$ cat config.mk
export PLATFORM = sky130hd
export DESIGN_NAME = tpd_decoder
export DESIGN_NICKNAME = d
export VERILOG_FILES = /design/src/hw/tpd_pkg.sv /design/src/hw/tpd_sync.sv /design/src/hw/tpd_decoder.sv
export SDC_FILE = /design/constraint.sdc
export NUM_CORES = 1
export LEC_CHECK = 0
export BUFFER_PORTS_ARGS = -buffer_cell sky130_fd_sc_hd__buf_2
export CORE_MARGIN = 2
export CORE_UTILIZATION = 35
export CTS_BUF_LIST = sky130_fd_sc_hd__clkbuf_16
export DETAILED_ROUTE_END_ITERATION = 10
export GPL_ROUTABILITY_DRIVEN = 0
export PLACE_DENSITY = 0.64
export SETUP_SLACK_MARGIN = 0.05
export SYNTH_ARGS = -nofsm -noshare
export SYNTH_HDL_FRONTEND = slang
export SYNTH_SLANG_ARGS = --single-unit
$ cat constraint.sdc
create_clock -name clk -period 1.4 [get_ports clk]
set_input_delay 0.28 -clock clk [delete_from_list [all_inputs] [get_ports clk]]
set_output_delay 0.28 -clock clk [all_outputs]
set_load 0.05 [all_outputs]
$ cat src/hw/tpd_pkg.sv
package tpd_pkg;
  // Number of half-bridges
  localparam int TPD_PHASES = 3;
  // Scheme codes
  typedef enum logic [1:0] {
    TPD_MODE_SIX = 2'b00,
    TPD_MODE_THREE = 2'b01,
    TPD_MODE_SINGLE = 2'b10,
    TPD_MODE_INDEP = 2'b11
  } tpd_mode_t;
  // Commutation state codes at direction 0 (state_bit_a, b, c)
  localparam logic [2:0] TPD_CODE_STOP = 3'h0;
  localparam logic [2:0] TPD_CODE_ALIGN = 3'h7;
  localparam logic [2:0] TPD_CODE_S1 = 3'h6;
  localparam logic [2:0] TPD_CODE_S2 = 3'h4;
  localparam logic [2:0] TPD_CODE_S3 = 3'h5;
  localparam logic [2:0] TPD_CODE_S4 = 3'h1;
  localparam logic [2:0] TPD_CODE_S5 = 3'h3;
  localparam logic [2:0] TPD_CODE_S6 = 3'h2;
  // Synchroniser depth and latency from pin to gate
  localparam int TPD_SYNC_STAGES = 2;
  localparam int TPD_LATENCY = 3;
  // Reset value of gate enables
  localparam logic [2:0] TPD_GATE_RST = 3'h0;
  // Per-phase input pair
  typedef struct packed {
    logic high;
    logic low;
  } tpd_pin_pair_t;
  // Gate enables, index 0 is phase A
  typedef struct packed {
    logic [2:0] high;
    logic [2:0] low;
  } tpd_gates_t;
endpackage

$ cat src/hw/tpd_sync.sv
`timescale 1ns/100ps
// Two-flop synchroniser for a bus of pin inputs
module tpd_sync #(
  parameter int WIDTH = 1
) (
  // Clock and reset
  input wire logic clk,
  input wire logic srst,
  // Data
  input wire logic [WIDTH-1:0] d,
  output logic [WIDTH-1:0] q
);
  logic [WIDTH-1:0] meta_r;
  logic [WIDTH-1:0] q_r;

  // First stage feeds only the second
  always_ff @(posedge clk) begin
    if (srst) begin
      meta_r <= '0;
      q_r <= '0;
    end else begin
      meta_r <= d;
      q_r <= meta_r;
    end
  end

  assign q = q_r;
endmodule // tpd_sync

$ cat src/hw/tpd_decoder.sv
`timescale 1ns/100ps
// Behaviour
// Controller drops all inputs to 0 before changing the scheme.
// Scheme 00 is six-input mode: low, high or floating per phase.
// Six-input: lone high turns high gate, lone low turns low gate, else off.
// Scheme 01 is three-input mode; low input only forces floating.
// Three-input: low 0 all off; else high input picks high or low gate.
// Without floating need, system holds all low inputs at 1.
// Scheme 10 is block commutation; phase A high input is the PWM.
// Single-PWM: A-low, B-high, B-low pins are the three state bits.
// Synchronous rectification by default; freewheel select gives diode freewheeling.
// Phase C high picks direction; 1 inverts numbered state codes only.
// Phase C low at 0 brakes: all low gates on, highs off, overrides.
// Code 000 all off; 111 aligns: A PWM, B and C low on.
// Six states drive PWM phase and one held-low phase; third phase off.
// Asynchronous mode keeps the PWM phase low gate off.
// Scheme 11 passes each input straight to its gate.
// Inputs synchronised; gates follow within two cycles; all off in reset. The gates here follow three cycles after the pins.
module tpd_decoder
  import tpd_pkg::*;
(
  // Clock and reset
  input wire logic clk,
  input wire logic srst,
  // Configuration
  input wire tpd_mode_t pwm_scheme,
  input wire logic freewheel_select,
  // Controller pins, index 0 is phase A
  input wire logic [2:0] phase_high_input,
  input wire logic [2:0] phase_low_input,
  // Gate enables
  output logic [2:0] high_gate_enable,
  output logic [2:0] low_gate_enable
);
  logic [5:0] pins_sync;
  logic [2:0] hi_s;
  logic [2:0] lo_s;
  tpd_gates_t gates_nxt;
  tpd_gates_t gates_r;
  logic single_pwm_input;
  logic state_bit_a;
  logic state_bit_b;
  logic state_bit_c;
  logic rotation_direction;
  logic brake_request_n;
  logic [2:0] code;
  logic [1:0] pwm_ph;
  logic [1:0] low_ph;
  logic step_on;

  // Pin synchronisers
  tpd_sync #(.WIDTH(6)) u_sync (
    .clk(clk),
    .srst(srst),
    .d({phase_high_input, phase_low_input}),
    .q(pins_sync)
  );
  assign hi_s = pins_sync[5:3];
  assign lo_s = pins_sync[2:0];

  // Single-PWM pin roles
  assign single_pwm_input = hi_s[0];
  assign state_bit_a = lo_s[0];
  assign state_bit_b = hi_s[1];
  assign state_bit_c = lo_s[1];
  assign rotation_direction = hi_s[2];
  assign brake_request_n = lo_s[2];

  // Numbered codes inverted at direction 1, stop and align kept
  always_comb begin
    code = {state_bit_a, state_bit_b, state_bit_c};
    if (rotation_direction && code != TPD_CODE_STOP && code != TPD_CODE_ALIGN) begin
      code = ~code;
    end
  end

  // Commutation table: PWM phase and held-low phase
  always_comb begin
    step_on = 1'b1;
    pwm_ph = 2'd0;
    low_ph = 2'd0;
    case (code)
      TPD_CODE_S1: begin
        pwm_ph = 2'd1;
        low_ph = 2'd2;
      end
      TPD_CODE_S2: begin
        pwm_ph = 2'd0;
        low_ph = 2'd2;
      end
      TPD_CODE_S3: begin
        pwm_ph = 2'd0;
        low_ph = 2'd1;
      end
      TPD_CODE_S4: begin
        pwm_ph = 2'd2;
        low_ph = 2'd1;
      end
      TPD_CODE_S5: begin
        pwm_ph = 2'd2;
        low_ph = 2'd0;
      end
      TPD_CODE_S6: begin
        pwm_ph = 2'd1;
        low_ph = 2'd0;
      end
      default: begin
        step_on = 1'b0;
      end
    endcase
  end

  // Gate decode per scheme
  always_comb begin
    gates_nxt = '0;
    case (pwm_scheme)
      TPD_MODE_SIX: begin
        gates_nxt.high = hi_s & ~lo_s;
        gates_nxt.low = lo_s & ~hi_s;
      end
      TPD_MODE_THREE: begin
        gates_nxt.high = lo_s & hi_s;
        gates_nxt.low = lo_s & ~hi_s;
      end
      TPD_MODE_SINGLE: begin
        if (!brake_request_n) begin
          gates_nxt.low = 3'h7;
        end else if (code == TPD_CODE_ALIGN) begin
          gates_nxt.high[0] = single_pwm_input;
          gates_nxt.low[0] = !freewheel_select && !single_pwm_input;
          gates_nxt.low[2:1] = 2'b11;
        end else if (step_on) begin
          gates_nxt.high[pwm_ph] = single_pwm_input;
          gates_nxt.low[pwm_ph] = !freewheel_select && !single_pwm_input;
          gates_nxt.low[low_ph] = 1'b1;
        end
      end
      TPD_MODE_INDEP: begin
        gates_nxt.high = hi_s;
        gates_nxt.low = lo_s;
      end
      default: begin
        gates_nxt = '0;
      end
    endcase
  end

  // Registered gate enables, all off in reset
  always_ff @(posedge clk) begin
    if (srst) begin
      gates_r <= {TPD_GATE_RST, TPD_GATE_RST};
    end else begin
      gates_r <= gates_nxt;
    end
  end

  assign high_gate_enable = gates_r.high;
  assign low_gate_enable = gates_r.low;

  // Helper: pins, not config, delayed three cycles to match the pipeline
  logic [2:0] hi_d1, hi_d2, hi_d3, lo_d1, lo_d2, lo_d3;
  always_ff @(posedge clk) begin
    hi_d1 <= phase_high_input;
    hi_d2 <= hi_d1;
    hi_d3 <= hi_d2;
    lo_d1 <= phase_low_input;
    lo_d2 <= lo_d1;
    lo_d3 <= lo_d2;
  end
endmodule // tpd_decoder

==> results by group, run 1 <==
Floorplanning
  • I/O pin cnt: 17
  • Core Area: 0.00202 mm2
  • Die height: 50.9 um
  • Site Rows: 16
  • Initial core utilization: 38.1%
  • Chip width: 50.9 um
  • Die ar.: 0.00259 mm2

Route
  • Via density: 5.06
  • Final wirelength: 1.43 mm
  • DRT antenna net count: 0
  • Met2 WL: 744 um
  • Drt drc: 0
  • DRT Pass-1 Iters: 4
  • Starting DRT DRC Count: 18
  • Met3 wire len: 83 um
  • Via Count: 653
  • Drt wl/cell: 11.1 um
  • M1 WL: 583 um
  • Max Used Layer: met4

Yosys
  • Synthesized Nets: 93
  • Mapped Cells: 82
  • Yosys top cell area share: 46.8%
  • Ys Warns: 0
  • Post-synthesis cell type count: 25
  • Dominant cell type by area after synthesis: dfxtp_1
  • Yosys reg bits: 18
  • Sequential fraction of the synthesis area: 46.8%
  • Avg Synthesized Cell Area: 9.40 um2
  • Area contributors post-synth: dfxtp_1 47%, nor2b_1 11%, a21oi_1 4.5%
  • Netlist Area Pre-Place: 771 um2

STA
  • Unrepaired setup endpoints after global routing: false
  • Period utilization: 90.1%
  • Worst-margin pin slew: 0.308 ns
  • FMAX: 0.793 GHz
  • Relative slew slack: 79.5%
  • Final hold slack: 0.239 ns
  • Fin. Hold Viols: 0
  • Final worst setup slack: 0.139 ns
  • Min Clock Period, post-route: 1.26 ns
  • Final setup fails: 0
  • Clock Skew: 0.00316 ns
  • Setup TNS: 0 ns
  • Max-slew violation count: 0

Setup path
  • CP required: 1.56 ns
  • R2R cell count: 3
  • Worst Setup Path Type: flop to flop
  • R2R Path Start: u_sync.q[5]
  • Largest fanout on the critical path: 2
  • Startpoint types: flop
  • Worst R2R Setup Slack: 0.14 ns
  • Worst Path Arrival: 1.42 ns
  • RR Endpoint: low_gate_enable[0]
  • Critical Path End Type: flop

Global routing
  • Vias in the first global route: 562
  • GRT Util Overall: 12.5%
  • First-pass GRT wire length: 2.46 mm
  • Largest net degree at the start of global routing: 19
  • Initial antenna violation count: 0
  • Gr ovfl total: 0

Clock network
  • H-tree levels: 1
  • Clk sinks: 18
  • Clock transition at path regs: 0.05 ns
  • CTS tree: built
  • CTS Root Cell: clkbuf_16
  • Max clock buf depth: 2
  • # hold bufs at CTS: 0
  • Clock Latency Late Sink: 0.25 ns
  • Clock buffer count from CTS: 3

Final layout
  • Layout cell share with drive strength beyond 1: 26.5%
  • Area Overhead vs Synth: 26.8%
  • Finished Cell Area: 977 um2
  • Nets: 114
  • Fill cell count: 209
  • Commonest cells after routing, fill and taps aside: 16 x dfxtp_1, 16 x buf_2, 14 x nor2b_1
  • Cell Count, Final, Fillers Out: 129
  • Inserted Diodes: 0

Status
  • Status: finished clean

Pwr
  • PwrDens: 1260 mW/mm2
  • Maximum VDD drop: 1.01 mV
  • P_leak: 0.400 nW

Placed design
  • Post-DP Area: 896 um2
  • DP HPWL: 1.02 mm
  • Pre-CTS WS: 0.153 ns
  • Buffers on Ports: 16
  • Dpl cells: 125

Run
  • MaxCap Viol Count: 0

Min path
  • Hold Path Depth: 2
  • Tightest Hold Check Type: input pin to flop
  • Hold Path End: u_sync.meta_r[1]
  • Hold Path Origin: phase_low_input[1]
-- registers in the layout, indices dropped and copies added (netlist names) --
name and cells:
u_sync.meta_r 6, u_sync.q 6, high_gate_enable 3, low_gate_enable 3
-- critical path, cell delays in order (launching register included) --
cell      delay, ns
dfxtp_2        0.32
mux2i_1        0.13
or4_1          0.47
a311oi_1       0.25
-- layer usage --
| layer | track usage [%] | vias to the layer above |
|---|---|---|
| met5 | 0 | - |
| met4 | 2.70 | 0 |
| met3 | 4.39 | 2 |
| met2 | 22.7 | 23 |
| met1 | 13.9 | 299 |
| li1 | - | 329 |
-- cells by family (layout without fill, tap and decap cells) --
group | Yosys count | after routing | synth area share (%)
AND/OR/NAND/NOR | 37 | 37 | 30.8
AO/OA/AOI/OAI | 19 | 19 | 16.2
flip-flops | 18 | 18 | 46.8
buffers and inverters | 7 | 27 | 4.87
multiplexers | 1 | 1 | 1.30
-- worst max path at each step --
stage / start / endpoint / slack [ns] / depth (start not counted)
CTS: u_sync.q[0] / low_gate_enable[0] / 0.14 / 3
finish: u_sync.q[5] / low_gate_enable[0] / 0.14 / 3
global route: u_sync.q[5] / low_gate_enable[0] / 0.04 / 3
detailed placement: u_sync.q[0] / low_gate_enable[0] / 0.15 / 3
floorplan: u_sync.q[4] / low_gate_enable[0] / 0.13 / 4
global placement: freewheel_select / low_gate_enable[0] / 0.16 / 3
-- power by group --
group          switching (mW)  total, mW  internal, mW
clock network           0.185      0.564         0.379
registers             0.00901      0.545         0.536
logic                  0.0707      0.122        0.0509
-- cell type report --
| cell class | count | area [um2] | share of cell area [%] |
|---|---|---|---|
| Inverter | 1 | 3.75 | 0.384 |
| Tap cell | 27 | 33.8 | 3.46 |
| Timing Repair Buffer | 22 | 125 | 12.8 |
| Multi-Input combinational cell | 57 | 373 | 38.2 |
| Sequential cell | 18 | 363 | 37.1 |
| Clock inverter | 1 | 3.75 | 0.384 |
| Clock buffer | 3 | 75.1 | 7.68 |
-- repair_timing --
action,CTS,global route
endpoints found under the hold margin,0,0
buffers inserted,0,0
gates resized for setup,0,2
endpoints found under the setup margin,0,1
-- per-stage QoR --
| step | utilization (%) | power [mW] |
|---|---|---|
| finish | 48.3 | 1.23 |
| global route | 48.3 | 1.28 |
| CTS | 48.2 | 1.24 |
| detailed placement | 44.3 | 0.678 |
| global placement | 44.3 | 0.675 |
| floorplan | - | 0.637 |
-- cells in the mapped netlist --
cell / n
nor3b_1: 3
buf_4: 1
and2_1: 1
nor2_1: 1
and3b_1: 4
o21a_1: 2
inv_1: 1
clkbuf_1: 4
o21bai_1: 1
nand3b_1: 2
mux2i_1: 1
a21oi_1: 7
or4_1: 1
a311oi_1: 3
o2111ai_1: 2
nor2b_1: 14
dfxtp_1: 18
buf_6: 1
o31a_1: 1
nand3_1: 3
nor3_1: 3
or2b_1: 1
nand2_1: 1
nand2b_1: 3
o21ai_0: 3
Note: power is estimated with default switching activity, not from simulation.
==> inputs of run 2 (changes only) <==
CAP_MARGIN = 20   (was not set)
PLACE_DENSITY = 0.63   (was 0.64)
==> results by group, run 2 (synthesis gave the netlist of run 1 again) <==
Final layout
  • Layout cell share with drive strength beyond 1: 25.7% (-0.73 points)
  • Nets: 113 (-0.88%)
  • Area Overhead vs Synth: 26.5%
  • Commonest non-fill, non-tap cell in the layout: dfxtp_1
  • Inserted Diodes: 0 (unchanged)
  • Commonest cells after routing, fill and taps aside: 17 x dfxtp_1, 16 x buf_2, 14 x nor2b_1

Route
  • Max Used Layer: met4
  • Via Count: 640 (-2.0%)
  • Met3 wire len: 74 um (-11%)
  • Final wirelength: 1.38 mm (-3.1%)
  • DRT antenna net count: 0 (unchanged)
  • Starting DRT DRC Count: 8 (-10)
  • Via density: 5.00 (-1.2%)
  • Drt drc: 0 (unchanged)
  • Met2 WL: 689 um (-7.4%)
  • Drt wl/cell: 10.8 um (-2.3%)
  • DRT Pass-1 Iters: 4 (unchanged)
  • M1 WL: 572 um (-1.9%)

STA
  • Clock Skew: 0.00447 ns (+0.00131 ns)
  • Final worst setup slack: 0.134 ns (-0.00539 ns)
  • Final setup fails: 0 (unchanged)
  • Period utilization: 90.4% (+0.39 points)
  • FMAX: 0.790 GHz (-0.43%)
  • Worst-margin pin slew: 0.307 ns (-0.000918 ns)
  • Max-slew violation count: 0 (unchanged)
  • Fin. Hold Viols: 0 (unchanged)
  • Relative slew slack: 79.6% (about the same)
  • Min Clock Period, post-route: 1.27 ns (+0.00539 ns)
  • Unrepaired setup endpoints after global routing: true
  • Setup TNS: 0 ns (unchanged)

Status
  • Status: finished clean

Setup path
  • CP required: 1.56 ns (about the same)
  • Largest fanout on the critical path: 6 (+4)
  • Critical Path End Type: flop
  • Max incr delay on CP: 0.49 ns (+0.02 ns)
  • Critical path origin: u_sync.q[4]
  • Worst Path Arrival: 1.43 ns (about the same)
  • Worst Setup Path Type: flop to flop
  • R2R Path Start: u_sync.q[4]
  • Startpoint types: flop
  • Slowest stage cell, crit path: or4_1
  • Cells along the critical path: mux2i_1, or4_1, a311oi_2

Global routing
  • GRT Util Overall: 12.4% (-0.11 points)
  • Largest net degree at the start of global routing: 19 (unchanged)
  • Initial antenna violation count: 0 (unchanged)
  • Vias in the first global route: 569 (+1.2%)
  • Gr ovfl total: 0 (unchanged)
  • First-pass GRT wire length: 2.33 mm (-5.3%)

Clock network
  • Clock Latency Late Sink: 0.25 ns (about the same)
  • CTS Root Cell: clkbuf_16
  • H-tree levels: 1 (unchanged)
  • # hold bufs at CTS: 0 (unchanged)
  • Max clock buf depth: 2 (unchanged)
  • Clock transition at path regs: 0.05 ns (about the same)
  • Setup Buffers After CTS: 0 (unchanged)
  • Clock buffer count from CTS: 3 (unchanged)
  • Clk sinks: 18 (unchanged)
  • CTS tree: built

Floorplanning
  • I/O pin cnt: 17 (unchanged)
  • Initial core utilization: 38.1% (unchanged)
  • Core Area: 0.00202 mm2 (unchanged)
  • Die height: 50.9 um (unchanged)
  • Chip width: 50.9 um (unchanged)
  • Site Rows: 16 (unchanged)
  • Die ar.: 0.00259 mm2 (unchanged)

Pwr
  • Maximum VDD drop: 0.851 mV (-16%)
  • PwrDens: 1260 mW/mm2 (about the same)
  • P_leak: 0.395 nW (-1.2%)

Min path
  • Tightest Hold Check Type: input pin to flop
  • Hold Path Origin: phase_high_input[0]

Placed design
  • Pre-CTS WS: 0.0478 ns (-0.105 ns)
  • Buffers on Ports: 16 (unchanged)
  • DP HPWL: 1.03 mm (+1.3%)

Run
  • MaxCap Viol Count: 0 (unchanged)
-- run 2: cell count changes in the layout (fill, tap and decap cells not counted), sizes merged --
cell / change
buf: -1
-- run 2: metrics by stage --
stage | hold slack, ns | total power [mW] | instance area (um2) | utilization (%) | std cells
2_1_floorplan | 0.352 | 0.637 | 771 | - | 82
3_3_place_gp | 0.421 | 0.674 | 888 | 43.9 | 124
3_5_place_dp | 0.425 | 0.676 | 888 | 43.9 | 124
4_1_cts | 0.235 | 1.25 | 973 | 48.1 | 128
5_1_grt | 0.260 | 1.28 | 975 | 48.2 | 128
6_report | 0.238 | 1.23 | 975 | 48.2 | 128
-- run 2: cell type report --
class / instances / area (um2)
fill: 201 / 1050
clock inverter: 1 / 3.75
inverter: 1 / 3.75
clock buffer: 3 / 75.1
multi-input combinational: 57 / 379
timing repair buffer: 21 / 118
tap: 27 / 33.8
sequential: 18 / 362
-- run 2: report_power, final --
| group | internal [mW] | switching (mW) |
|---|---|---|
| clock | 0.379 | 0.182 |
| combinational | 0.0504 | 0.0714 |
| sequential | 0.536 | 0.00921 |
-- run 2: repair_timing --
action	CTS	global route
resized for setup	1	1
endpoints found under the setup margin	1	1
endpoints found under the hold margin	0	0
-- run 2: worst max-delay path: cells and delay by family, from the launching register on --
kind	cells	cell delay [ns]
AO/OA/AOI/OAI	1	0.24
flip-flops	1	0.35
multiplexers	1	0.09
AND/OR/NAND/NOR	1	0.49
-- run 2: path summary, 6_finish.rpt --
check | to | slack, ns | cells past startpoint
setup / recovery | low_gate_enable[0] | 0.13 | 3
hold reg to reg | u_sync.q[2] | 0.43 | 1
setup reg to reg | low_gate_enable[0] | 0.13 | 3
hold / removal | u_sync.meta_r[3] | 0.24 | 2
-- run 2: metal layers --
metal,vias to the layer above,global-route usage (%)
met5,-,0
met1,289,12.3
met4,0,8.11
met3,5,3.80
met2,20,22.1
li1,326,-
==> inputs of run 3 (changes only) <==
MAX_ROUTING_LAYER = met4   (was not set)
==> results by group, run 3 (synthesis gave the netlist of run 1 again) <==
Status
  • Status: finished clean

Pwr
  • PwrDens: 1260 mW/mm2 (about the same)
  • P_leak: 0.395 nW (unchanged)
  • Maximum VDD drop: 0.848 mV (-0.39%)

Run
  • MaxCap Viol Count: 0 (unchanged)

Global routing
  • Gr ovfl total: 0 (unchanged)
  • Vias in the first global route: 568 (-0.18%)
  • GRT Util Overall: 12.7% (+0.33 points)
  • Initial antenna violation count: 0 (unchanged)
  • Largest net degree at the start of global routing: 19 (unchanged)
  • First-pass GRT wire length: 2.33 mm (unchanged)

STA
  • FMAX: 0.789 GHz (about the same)
  • Clock Skew: 0.00490 ns (+0.000422 ns)
  • Max-slew violation count: 0 (unchanged)
  • Final setup fails: 0 (unchanged)
  • Unrepaired setup endpoints after global routing: true
  • Min Clock Period, post-route: 1.27 ns (+0.000541 ns)
  • Fin. Hold Viols: 0 (unchanged)
  • Relative slew slack: 79.5% (about the same)
  • Worst-margin pin slew: 0.307 ns (+0.000332 ns)
  • Final hold slack: 0.239 ns (+0.000542 ns)
  • Period utilization: 90.5% (about the same)
  • Setup TNS: 0 ns (unchanged)

Clock network
  • CTS Root Cell: clkbuf_16
  • Clock transition at path regs: 0.05 ns (about the same)
  • Clk sinks: 18 (unchanged)
  • H-tree levels: 1 (unchanged)
  • Max clock buf depth: 2 (unchanged)
  • Clock buffer count from CTS: 3 (unchanged)
  • # hold bufs at CTS: 0 (unchanged)
  • Clock Latency Late Sink: 0.25 ns (about the same)
  • CTS tree: built
  • Setup Buffers After CTS: 0 (unchanged)

Route
  • Via density: 5.00 (unchanged)
  • Via Count: 640 (unchanged)
  • Drt drc: 0 (unchanged)
  • Drt wl/cell: 10.8 um (-0.14%)
  • Starting DRT DRC Count: 9 (+1)
  • DRT antenna net count: 0 (unchanged)
  • Final wirelength: 1.38 mm (-0.14%)
  • DRT Pass-1 Iters: 4 (unchanged)

Floorplanning
  • Initial core utilization: 38.1% (unchanged)
  • Die ar.: 0.00259 mm2 (unchanged)
  • Core Area: 0.00202 mm2 (unchanged)
  • Die height: 50.9 um (unchanged)
  • I/O pin cnt: 17 (unchanged)
  • Chip width: 50.9 um (unchanged)
  • Site Rows: 16 (unchanged)

Min path
  • Hold Path End: u_sync.meta_r[3]
  • Hold Path Depth: 2 (unchanged)
  • Hold Path Origin: phase_high_input[0]
  • Tightest Hold Check Type: input pin to flop

Setup path
  • R2R Path Start: u_sync.q[4]
  • RR Endpoint: low_gate_enable[0]
  • Worst R2R Setup Slack: 0.13 ns (about the same)
  • Largest fanout on the critical path: 6 (unchanged)
  • CP required: 1.56 ns (about the same)
  • Worst Setup Path Type: flop to flop
  • R2R cell count: 3 (unchanged)
  • Startpoint types: flop
  • Critical Path End Type: flop
  • Worst Path Arrival: 1.43 ns (about the same)

Final layout
  • Cell Count, Final, Fillers Out: 128 (unchanged)
  • Reg area: 362 um2 (unchanged)
  • Commonest non-fill, non-tap cell in the layout: dfxtp_1
  • Commonest cells after routing, fill and taps aside: 17 x dfxtp_1, 16 x buf_2, 14 x nor2b_1
  • Inserted Diodes: 0 (unchanged)
  • Layout cell share with drive strength beyond 1: 25.7% (unchanged)
  • Finished Cell Area: 975 um2 (unchanged)
  • Util after Layout: 48.2% (unchanged)
  • Multi-input gate area: 379 um2 (unchanged)
  • Nets: 113 (unchanged)
  • Fill cell count: 201 (unchanged)
  • Area Overhead vs Synth: 26.5% (unchanged)

Placed design
  • DP HPWL: 1.03 mm (unchanged)
  • Buffers on Ports: 16 (unchanged)
  • Dpl cells: 124 (unchanged)
  • Post-DP Area: 888 um2 (unchanged)
[run 3: per-layer routing]
layer,share of wire [%],global-route usage (%),vias to the layer above
li1,-,-,326
met4,4.0,8.11,0
met2,50,22.1,20
met1,40,12.3,287
met3,5.5,3.80,7
met5,0,-,-
[run 3: timing repair]
action	in CTS	in global routing
resized for setup	1	1
endpoints found under the hold margin	0	0
setup endpoints to repair	1	1
[run 3: worst max-delay path, stage by stage, from the launching register on]
cell	delay, ns
dfxtp_2	0.35
mux2i_1	0.09
or4_1	0.49
a311oi_2	0.24
[run 3: stage by stage]
stage               worst slack (ns)  power [mW]
CTS                           0.0680        1.25
finish                         0.133        1.23
global placement               0.127       0.674
floorplan                      0.127       0.637
global route                  0.0308        1.28
detailed placement            0.0478       0.676
[run 3: how the worst max path moves through the flow]
stage | to | start | depth (start not counted)
2_1_floorplan | low_gate_enable[0] | u_sync.q[4] | 4
3_3_place_gp | low_gate_enable[0] | u_sync.q[4] | 3
3_5_place_dp | low_gate_enable[0] | u_sync.q[4] | 3
4_1_cts | low_gate_enable[0] | u_sync.q[4] | 3
5_1_grt | low_gate_enable[0] | u_sync.q[4] | 3
6_report | low_gate_enable[0] | u_sync.q[4] | 3
[run 3: power by group]
group,total [mW],internal (mW),switching (mW)
sequential,0.545,0.536,0.00913
combinational,0.122,0.0504,0.0713
clock,0.561,0.379,0.182
total,1.23,0.966,0.262
[run 3: area by class of cell]
class | instances | area share, %
multi-input cells | 57 | 38.9
clock inverters | 1 | 0.385
clock buffers | 3 | 7.70
repair buffers | 21 | 12.1
flip-flops and latches | 18 | 37.1
inverters | 1 | 0.385
well taps | 27 | 3.47
